<file path="config.mk">
export PLATFORM = sky130hd
export DESIGN_NAME = rmnt_timers
export DESIGN_NICKNAME = d
export VERILOG_FILES = /design/src/pkg/rmnt_pkg.sv /design/src/rmnt_timers.sv /design/src/rmnt_step_counter.sv
export SDC_FILE = /design/constraint.sdc
export NUM_CORES = 1
export LEC_CHECK = 0
export BUFFER_PORTS_ARGS = -buffer_cell sky130_fd_sc_hd__buf_2
export CAP_MARGIN = 15
export CORE_MARGIN = 8
export CORE_UTILIZATION = 30
export CTS_CLUSTER_SIZE = 16
export DETAILED_ROUTE_END_ITERATION = 8
export GPL_TIMING_DRIVEN = 0
export SLEW_MARGIN = 40
export SYNTH_ARGS = -nofsm -noshare
export SYNTH_HDL_FRONTEND = slang
export SYNTH_SLANG_ARGS = --single-unit
</file>
<file path="constraint.sdc">
create_clock -name REF_CLK_I -period 4.1 [get_ports REF_CLK_I]
set_input_delay 0.205 -clock REF_CLK_I [delete_from_list [all_inputs] [get_ports REF_CLK_I]]
set_output_delay 0.205 -clock REF_CLK_I [all_outputs]
set_load 0.005 [all_outputs]
</file>
<file path="src/pkg/rmnt_pkg.sv">
// Package for the mask receive and no-response timer block.
// Assumes a single carrier-derived clock and a plain register port.
package rmnt_pkg;

    // ------------------------------------------------------------
    // Register map
    // ------------------------------------------------------------
    localparam logic [5:0] RMNT_ADDR_MASK_TIME   = 6'h0E;
    localparam logic [5:0] RMNT_ADDR_NR_HIGH     = 6'h0F;
    localparam logic [5:0] RMNT_ADDR_NR_LOW      = 6'h10;
    localparam logic [5:0] RMNT_ADDR_TIMER_CTRL  = 6'h11;
    localparam logic [5:0] RMNT_ADDR_MODE        = 6'h30;
    localparam logic [5:0] RMNT_ADDR_IRQ_STATUS  = 6'h31;
    localparam logic [5:0] RMNT_ADDR_IRQ_MASK    = 6'h32;
    localparam logic [5:0] RMNT_ADDR_COMMAND     = 6'h33;
    localparam logic [5:0] RMNT_ADDR_STATE       = 6'h34;

    // ------------------------------------------------------------
    // Reset values
    // ------------------------------------------------------------
    localparam logic [7:0] RMNT_RST_MASK_TIME    = 8'h08;
    localparam logic [7:0] RMNT_RST_NR_HIGH      = 8'h00;
    localparam logic [7:0] RMNT_RST_NR_LOW       = 8'h00;
    localparam logic [7:0] RMNT_RST_TIMER_CTRL   = 8'h00;
    localparam logic [7:0] RMNT_RST_MODE         = 8'h00;
    localparam logic [7:0] RMNT_RST_IRQ_MASK     = 8'h00;

    // ------------------------------------------------------------
    // Field positions
    // ------------------------------------------------------------
    localparam int RMNT_CTRL_NR_STEP   = 0;
    localparam int RMNT_MODE_BITRATE   = 0;
    localparam int RMNT_MODE_ISO_A106  = 1;
    localparam int RMNT_MODE_NFC_ACT   = 2;
    localparam int RMNT_CMD_SET_DEF    = 0;
    localparam int RMNT_CMD_START_NR   = 1;
    localparam int RMNT_IRQ_NO_REPLY   = 0;
    localparam int RMNT_IRQ_MASK_END   = 1;

    // ------------------------------------------------------------
    // Step lengths in carrier periods, minimum mask step count and prescaler width
    // ------------------------------------------------------------
    localparam int RMNT_MASK_STEP      = 64;
    localparam int RMNT_MASK_STEP_BRD  = 512;
    localparam int RMNT_MASK_MIN_CNT   = 4;
    localparam int RMNT_NR_STEP_SHORT  = 64;
    localparam int RMNT_NR_STEP_LONG   = 4096;
    // Half frame-delay step for ISO14443A 106 kbit/s, carrier periods
    localparam int RMNT_FDT_HALF_STEP  = 64;
    localparam int RMNT_PRESC_W        = 12;

    typedef struct packed {
        logic       bitrate_detect;
        logic       iso_a106;
        logic       nfc_active;
    } rmnt_mode_t;

    typedef struct packed {
        logic [5:0] addr;
        logic [7:0] wdata;
        logic       wr;
        logic       rd;
    } rmnt_bus_t;

endpackage : rmnt_pkg

</file>
<file path="src/rmnt_timers.sv">
// Mask receive timer and no-response timer with register port and irq.
// Assumes tx_end, tx_off, reply and rx_data come from carrier-clock logic.
`timescale 1ns/1ns
`default_nettype none
module rmnt_timers
    import rmnt_pkg::*;
(
    input  wire logic        REF_CLK_I,
    input  wire logic        RST_I,
    input  wire logic [5:0]  ADDR_I,
    input  wire logic [7:0]  WDATA_I,
    input  wire logic        WR_I,
    input  wire logic        RD_I,
    output logic      [7:0]  RDATA_O,
    input  wire logic        TX_END_I,
    input  wire logic        TX_OFF_I,
    input  wire logic        REPLY_I,
    input  wire logic        RX_DATA_I,
    output logic             RX_DATA_O,
    output logic             RX_MASKED_O,
    output logic             IRQ_O
);
    // ------------------------------------------------------------
    // Register state
    // ------------------------------------------------------------
    rmnt_bus_t   bus;
    rmnt_mode_t  mode;
    rmnt_mode_t  next_mode;
    logic [7:0]  mask_time;
    logic [7:0]  next_mask_time;
    logic [7:0]  nr_high;
    logic [7:0]  next_nr_high;
    logic [7:0]  nr_low;
    logic [7:0]  next_nr_low;
    logic [7:0]  timer_ctrl;
    logic [7:0]  next_timer_ctrl;
    logic [1:0]  irq_status;
    logic [1:0]  next_irq_status;
    logic [1:0]  irq_mask;
    logic [1:0]  next_irq_mask;
    logic [7:0]  next_rdata;
    logic        next_irq;
    logic        next_rx_data;
    logic        next_rx_masked;
    logic [1:0]  irq_event;
    logic [1:0]  irq_clear;

    // ------------------------------------------------------------
    // Command decode and timer wiring
    // ------------------------------------------------------------
    logic        set_default;
    logic        cmd_start_nr;
    logic        mask_busy;
    logic        mask_done;
    logic        nr_busy;
    logic        nr_done;
    logic        nr_start;
    logic        mask_start;
    logic [15:0] mask_steps;
    logic [15:0] nr_value;
    logic [RMNT_PRESC_W:0] mask_len;
    logic [RMNT_PRESC_W:0] nr_len;

    // ------------------------------------------------------------
    // Register bus capture
    // ------------------------------------------------------------
    assign bus = '{addr: ADDR_I, wdata: WDATA_I, wr: WR_I, rd: RD_I};

    assign set_default  = bus.wr && (bus.addr == RMNT_ADDR_COMMAND)
                          && bus.wdata[RMNT_CMD_SET_DEF];
    assign cmd_start_nr = bus.wr && (bus.addr == RMNT_ADDR_COMMAND)
                          && bus.wdata[RMNT_CMD_START_NR];

    // ------------------------------------------------------------
    // Register writes
    // ------------------------------------------------------------
    always_comb begin
        next_mask_time  = mask_time;
        next_nr_high    = nr_high;
        next_nr_low     = nr_low;
        next_timer_ctrl = timer_ctrl;
        next_mode       = mode;
        next_irq_mask   = irq_mask;
        if (bus.wr) begin
            case (bus.addr)
                RMNT_ADDR_MASK_TIME:  next_mask_time  = bus.wdata;
                RMNT_ADDR_NR_HIGH:    next_nr_high    = bus.wdata;
                RMNT_ADDR_NR_LOW:     next_nr_low     = bus.wdata;
                RMNT_ADDR_TIMER_CTRL: next_timer_ctrl = bus.wdata;
                RMNT_ADDR_MODE: begin
                    next_mode.bitrate_detect = bus.wdata[RMNT_MODE_BITRATE];
                    next_mode.iso_a106       = bus.wdata[RMNT_MODE_ISO_A106];
                    next_mode.nfc_active     = bus.wdata[RMNT_MODE_NFC_ACT];
                end
                RMNT_ADDR_IRQ_MASK:   next_irq_mask   = bus.wdata[1:0];
                default: ;
            endcase
        end
        // Mode, mask and status are kept so the host's interrupt setup
        // survives a return to default timing
        // defaults on command
        if (set_default) begin
            next_mask_time  = RMNT_RST_MASK_TIME;
            next_nr_high    = RMNT_RST_NR_HIGH;
            next_nr_low     = RMNT_RST_NR_LOW;
            next_timer_ctrl = RMNT_RST_TIMER_CTRL;
        end
    end

    always_ff @(posedge REF_CLK_I or posedge RST_I) begin
        if (RST_I) begin
            mask_time  <= RMNT_RST_MASK_TIME;
            nr_high    <= RMNT_RST_NR_HIGH;
            nr_low     <= RMNT_RST_NR_LOW;
            timer_ctrl <= RMNT_RST_TIMER_CTRL;
            mode       <= rmnt_mode_t'(RMNT_RST_MODE[2:0]);
            irq_mask   <= RMNT_RST_IRQ_MASK[1:0];
        end else begin
            mask_time  <= next_mask_time;
            nr_high    <= next_nr_high;
            nr_low     <= next_nr_low;
            timer_ctrl <= next_timer_ctrl;
            mode       <= next_mode;
            irq_mask   <= next_irq_mask;
        end
    end

    // ------------------------------------------------------------
    // Interrupt status
    // ------------------------------------------------------------
    always_comb begin
        irq_event                    = 2'b00;
        irq_event[RMNT_IRQ_NO_REPLY] = nr_done;
        irq_event[RMNT_IRQ_MASK_END] = mask_done;
    end

    assign irq_clear = (bus.wr && (bus.addr == RMNT_ADDR_IRQ_STATUS))
                       ? bus.wdata[1:0] : 2'b00;

    // Set wins over a write-one clear in the same cycle, so an event
    // that lands on the clear is never lost
    for (genvar i = 0; i < 2; i++) begin : g_irq_bit
        assign next_irq_status[i] = irq_event[i]
                                    || (irq_status[i] && !irq_clear[i]);
    end

    always_ff @(posedge REF_CLK_I or posedge RST_I) begin
        if (RST_I) begin
            irq_status <= 2'b00;
        end else begin
            irq_status <= next_irq_status;
        end
    end

    // ------------------------------------------------------------
    // Mask receive timer
    // ------------------------------------------------------------
    always_comb begin
        // Small counts are raised, not refused, so the register still
        // reads back exactly what was written
        // floor of four steps
        if (mask_time < 8'(RMNT_MASK_MIN_CNT)) begin
            mask_steps = 16'(RMNT_MASK_MIN_CNT);
        end else begin
            mask_steps = {8'h00, mask_time};
        end
        if (mode.bitrate_detect) begin
            mask_len = (RMNT_PRESC_W+1)'(RMNT_MASK_STEP_BRD);
        end else if (mode.iso_a106) begin
            // Half step has its own constant so the frame-delay grid can
            // move without touching the plain step
            // half frame-delay steps
            mask_len = (RMNT_PRESC_W+1)'(RMNT_FDT_HALF_STEP);
        end else begin
            mask_len = (RMNT_PRESC_W+1)'(RMNT_MASK_STEP);
        end
    end

    // mask starts at end of tx
    assign mask_start = TX_END_I;

    rmnt_step_counter u_mask (
        .clk_i      (REF_CLK_I),
        .rst_i      (RST_I),
        .start_i    (mask_start),
        .stop_i     (set_default),
        .steps_i    (mask_steps),
        .step_len_i (mask_len),
        .busy_o     (mask_busy),
        .done_o     (mask_done)
    );

    // ------------------------------------------------------------
    // No-response timer
    // ------------------------------------------------------------
    assign nr_value = {nr_high, nr_low};

    always_comb begin
        if (timer_ctrl[RMNT_CTRL_NR_STEP]) begin
            nr_len = (RMNT_PRESC_W+1)'(RMNT_NR_STEP_LONG);
        end else begin
            nr_len = (RMNT_PRESC_W+1)'(RMNT_NR_STEP_SHORT);
        end
    end

    // Start beats stop in the counter, so a restart on the cycle of
    // a reply re-arms the timer instead of leaving it idle
    // start sources; zero value never starts
    assign nr_start = (nr_value != 16'h0000)
                      && (cmd_start_nr
                          || (!mode.nfc_active && TX_END_I)
                          || (mode.nfc_active && TX_OFF_I));

    rmnt_step_counter u_noreply (
        .clk_i      (REF_CLK_I),
        .rst_i      (RST_I),
        .start_i    (nr_start),
        .stop_i     (REPLY_I || set_default),
        .steps_i    (nr_value),
        .step_len_i (nr_len),
        .busy_o     (nr_busy),
        .done_o     (nr_done)
    );

    // ------------------------------------------------------------
    // Read port
    // ------------------------------------------------------------
    always_comb begin
        next_rdata = 8'h00;
        if (bus.rd) begin
            case (bus.addr)
                RMNT_ADDR_MASK_TIME:  next_rdata = mask_time;
                RMNT_ADDR_NR_HIGH:    next_rdata = nr_high;
                RMNT_ADDR_NR_LOW:     next_rdata = nr_low;
                RMNT_ADDR_TIMER_CTRL: next_rdata = timer_ctrl;
                RMNT_ADDR_MODE:       next_rdata = {5'h00, mode.nfc_active,
                                                    mode.iso_a106,
                                                    mode.bitrate_detect};
                RMNT_ADDR_IRQ_STATUS: next_rdata = {6'h00, irq_status};
                RMNT_ADDR_IRQ_MASK:   next_rdata = {6'h00, irq_mask};
                RMNT_ADDR_STATE:      next_rdata = {6'h00, nr_busy,
                                                    mask_busy};
                default:              next_rdata = 8'h00;
            endcase
        end
    end

    // Unread cycles return zero so a stale value is never mistaken
    // for an answer
    always_ff @(posedge REF_CLK_I or posedge RST_I) begin
        if (RST_I) begin
            RDATA_O <= 8'h00;
        end else begin
            RDATA_O <= next_rdata;
        end
    end

    // ------------------------------------------------------------
    // Interrupt and receiver outputs
    // ------------------------------------------------------------
    always_comb begin
        // Next-state view keeps the interrupt in step with its status
        next_irq = |(next_irq_status & next_irq_mask);
        // blank receiver while masking
        // The start cycle is masked too, before the counter is busy
        next_rx_masked = mask_busy || mask_start;
        next_rx_data   = RX_DATA_I && !next_rx_masked;
    end

    always_ff @(posedge REF_CLK_I or posedge RST_I) begin
        if (RST_I) begin
            IRQ_O       <= 1'b0;
            RX_DATA_O   <= 1'b0;
            RX_MASKED_O <= 1'b0;
        end else begin
            IRQ_O       <= next_irq;
            RX_DATA_O   <= next_rx_data;
            RX_MASKED_O <= next_rx_masked;
        end
    end
endmodule : rmnt_timers
`default_nettype wire

</file>
<file path="src/rmnt_step_counter.sv">
// Step counter: prescaler of carrier periods plus a step down-counter.
// Assumes start and stop are same-clock pulses; start wins over stop.
`timescale 1ns/1ns
`default_nettype none
module rmnt_step_counter
    import rmnt_pkg::*;
(
    input  wire logic                   clk_i,
    input  wire logic                   rst_i,
    input  wire logic                   start_i,
    input  wire logic                   stop_i,
    input  wire logic [15:0]            steps_i,
    input  wire logic [RMNT_PRESC_W:0]  step_len_i,
    output logic                        busy_o,
    output logic                        done_o
);
    logic [RMNT_PRESC_W:0] presc;
    logic [RMNT_PRESC_W:0] next_presc;
    logic [15:0]           left;
    logic [15:0]           next_left;
    logic                  next_busy;
    logic                  next_done;

    always_comb begin
        next_presc = presc;
        next_left  = left;
        next_busy  = busy_o;
        next_done  = 1'b0;
        if (start_i) begin
            next_presc = step_len_i - 1'b1;
            next_left  = steps_i;
            next_busy  = (steps_i != 16'h0000);
        end else if (stop_i) begin
            next_busy  = 1'b0;
        end else if (busy_o) begin
            if (presc != '0) begin
                next_presc = presc - 1'b1;
            end else begin
                next_presc = step_len_i - 1'b1;
                next_left  = left - 16'h0001;
                if (left == 16'h0001) begin
                    next_busy = 1'b0;
                    next_done = 1'b1;
                end
            end
        end
    end

    always_ff @(posedge clk_i or posedge rst_i) begin
        if (rst_i) begin
            presc  <= '0;
            left   <= 16'h0000;
            busy_o <= 1'b0;
            done_o <= 1'b0;
        end else begin
            presc  <= next_presc;
            left   <= next_left;
            busy_o <= next_busy;
            done_o <= next_done;
        end
    end
endmodule : rmnt_step_counter
`default_nettype wire

</file>
==> flow_metrics.py <==
metrics = {
    "run_status": {
        "status": "completed",
    },
    "worst_setup_path": {
        "cp_slowest_stage_delay_ns": 0.62,
        "worstSetupPathType": "reg -> reg",
        "cp_max_fo": 6,
        "cp-end-kind": "register",
        "reg2regPathDepth": 7,
        "reg2reg_slack_ns": 1.75,
        "timing.rr.start": "u_noreply.presc[0]",
        "required_ns": 4.38,
        "slowest_stage": "nor3b_1",
        "r2r_end": "u_noreply.presc[12]",
        "crit_chain": "inv_1, ha_1, nor3b_1, and3_1, nand3_1, or3_1, a21oi_1",
        "start_kind": "register",
        "cp.arrival_ns": 2.64,
    },
    "clock_network": {
        "cts_buffer_depth": 2,
        "post_cts_resized": 0,
        "cts_setup_buffers": 0,
        "cts_sinks": 112,
        "cts.htree.levels": 3,
        "clockRootBuffer": "clkbuf_16",
        "insertion_delay_ns": 0.36,
        "cts_tree": "built",
        "cts_made_buffers": 9,
        "path_clk_slew_ns": 0.08,
    },
    "sta": {
        "fin_skew_ns": 0.00898,
        "slew_viol_final": 0,
        "period_share_pct": 57.4,
        "max_freq_mhz": 425,
        "setup_viol": 0,
        "timing.final.hold_violations": 0,
        "period_minus_slack_ns": 2.35,
        "worst_slew_pin_slew_ns": 0.804,
        "slew_headroom_pct": 45.7,
        "rsz0062_at_grt": "false",
    },
    "pwr": {
        "p_int_mw": 1.95,
        "power_frac_clock_pct": 32.5,
        "p_sw_uw": 913,
        "seq_power_share_pct": 48.4,
        "ir_drop_uv": 187,
        "p_per_area_nw_per_um2": 421,
        "p_leak_nw": 2.77,
        "combPwrFrac_pct": 19.1,
        "switching_share_pct": 31.9,
    },
    "yosys": {
        "syn_nets": 644,
        "syn_area_um2": 5950,
        "yosysUniqueCellTypes": 63,
        "yosysSeqAreaShare_pct": 47.1,
        "synthDominantCellAreaShare_pct": 46.7,
        "synth-seq-cells": 112,
        "yosys-top-cells-area": "dfrtp_1, a22o_1, nand2_1, xnor2_1, o21ai_0",
        "ys.warnings.count": 0,
        "yosys.area.top_type": "dfrtp_1",
        "avgSynthCellArea_um2": 9.69,
        "synth-edff-count": 0,
        "async_flop_share_pct": 100,
        "synthCells": 614,
        "ys.flop_type": "dfrtp_1",
    },
    "job": {
        "cap_viol_max_count": 0,
    },
    "grt": {
        "grt_pass1_wl_um": 25200,
        "antenna_found_initial": 1,
        "grt_overflow": 0,
        "grt_max_degree": 65,
        "grt_use_total_pct": 12.8,
        "grt_pass1_vias": 4668,
    },
    "min_path": {
        "hold_end": "RX_DATA_O",
        "hp-start": "RX_DATA_I",
        "hold_path_depth": 3,
        "hp-class": "in -> reg",
    },
    "die": {
        "dieArea_um2": 24600,
        "core-area_um2": 19500,
        "ios": 33,
        "chipHeight_um": 157,
        "start_util_pct": 30.6,
        "fp.dieW_um": 157,
        "row_count": 51,
    },
    "detailed_routing": {
        "vias": 4783,
        "avgViaCountPerCell": 5.16,
        "wirelength_um": 15200,
        "first_pass_iters": 5,
        "initialDrtViolationCount": 406,
        "wire_per_inst_um": 16.4,
        "drc": 0,
        "ant_nets": 0,
    },
    "layout": {
        "fillers": 1989,
        "synthToLayoutAreaGrowth_pct": 14.1,
        "fin_cells": 927,
        "nNetsFinal": 687,
        "drive_above_1_share_pct": 14.0,
        "diodes": 0,
        "fin_area_um2": 6790,
    },
    "placement": {
        "dpl.hpwl_um": 11100,
        "dpl-instance-area_um2": 6470,
        "io_buffers": 30,
        "dp.cells": 910,
        "place.gp.congestion": 0.822,
    },
}
==> metrics by stage <==
stage                     TNS [ns]  total power, mW  utilization [%]  setup WS [ns]  hold WS [ns]
after floorplan                  0             1.78                -          0.938         0.310
after global placement      -62.95             1.94             33.1         -0.573         0.437
after detailed placement         0             1.95             33.2           1.81         0.235
after CTS                        0             2.89             34.9           1.77        0.0531
after global routing             0             3.02             34.9           1.53        0.0821
final                            0             2.86             34.9           1.75        0.0586
==> registers in the layout (all words and copies together) (netlist names), 13 cells and up <==
register	cells
u_mask.left	16
u_mask.presc	13
u_noreply.left	16
u_noreply.presc	13
==> worst max-delay path by stage <==
stage,start,end,slack [ns]
floorplan,RST_I,IRQ_O,0.94
global placement,RST_I,RDATA_O[5],-0.57
detailed placement,u_noreply.presc[0],u_noreply.presc[12],1.81
CTS,u_noreply.presc[0],u_noreply.presc[12],1.77
global route,u_noreply.presc[1],u_noreply.presc[12],1.53
finish,u_noreply.presc[0],u_noreply.presc[12],1.75
==> timing repair <==
action,CTS,global route
hold endpoints to repair,48,0
endpoints found under the setup margin,0,0
hold buffers,1,0
==> power by group through the flow <==
stage                     clock network, mW  logic, mW  registers, mW
after floorplan                           0      0.422           1.36
after global placement                    0      0.536           1.40
after detailed placement                  0      0.547           1.40
after CTS                             0.957      0.551           1.38
after global routing                  0.994      0.618           1.40
final                                 0.929      0.547           1.38
==> synthesized netlist by cell type (11+ instances only) <==
| cell | instances |
|---|---|
| xnor2_1 | 26 |
| a21oi_1 | 23 |
| nor2_1 | 45 |
| o21ai_0 | 34 |
| nand4_1 | 11 |
| nor3_1 | 22 |
| o21ai_1 | 20 |
| nand3_1 | 18 |
| inv_1 | 20 |
| dfrtp_1 | 111 |
| nor4_1 | 16 |
| a22oi_1 | 11 |
| nand2_1 | 68 |
| clkbuf_1 | 18 |
| nor4_2 | 11 |
| mux2_2 | 12 |
| a22o_1 | 30 |
==> kinds of logic (layout without fill, tap and decap cells) <==
group | count (synthesis) | count (layout) | share of synthesized area (%)
simple gates | 240 | 240 | 22.6
flops | 112 | 112 | 47.1
fa+ha+maj | 8 | 8 | 1.68
mux | 16 | 16 | 2.94
compound gates | 158 | 158 | 17.8
xor+xnor | 30 | 30 | 4.41
buf+inv | 50 | 98 | 3.47
==> critical path: cells and delay by family (launching register included) <==
| family | cells | cell delay [ns] |
|---|---|---|
| buffers and inverters | 1 | 0.13 |
| AOI/OAI and AO/OA | 1 | 0.15 |
| and+or+nand+nor | 4 | 1.38 |
| DFF | 1 | 0.44 |
| adders and majority gates | 1 | 0.19 |
==> placed cells by master (no fill, tap or decap), types with 16 or more instances in the layout <==
cell type / count
buf_2: 38
o21ai_1: 20
nor4_1: 16
clkbuf_1: 18
a22o_1: 30
nor2_1: 45
dfrtp_1: 111
o21ai_0: 34
a21oi_1: 23
nor3_1: 22
nand2_1: 68
nand3_1: 18
inv_1: 19
xnor2_1: 26
==> metal layers <==
| layer | global-route usage [%] | share of wire, % | routed length (um) | vias up |
|---|---|---|---|---|
| li1 | - | - | - | 2346 |
| met1 | 18.6 | 51 | 7820 | 2320 |
| met2 | 19.1 | 43 | 6620 | 100 |
| met3 | 1.90 | 3.8 | 577 | 15 |
| met4 | 4.21 | 1.3 | 199 | 2 |
| met5 | 0 | 0.066 | 10 | - |
==> layout make-up <==
cell class | count | area (um2) | area share, %
flip-flops and latches | 112 | 2800 | 41.3
clock inverters | 7 | 86.3 | 1.27
plain buffers | 30 | 131 | 1.93
well taps | 265 | 332 | 4.88
repair buffers | 32 | 188 | 2.76
multi-input cells | 452 | 2940 | 43.3
clock buffers | 9 | 225 | 3.32
inverters | 20 | 82.6 | 1.22
Note: power is estimated with default switching activity, not from simulation.
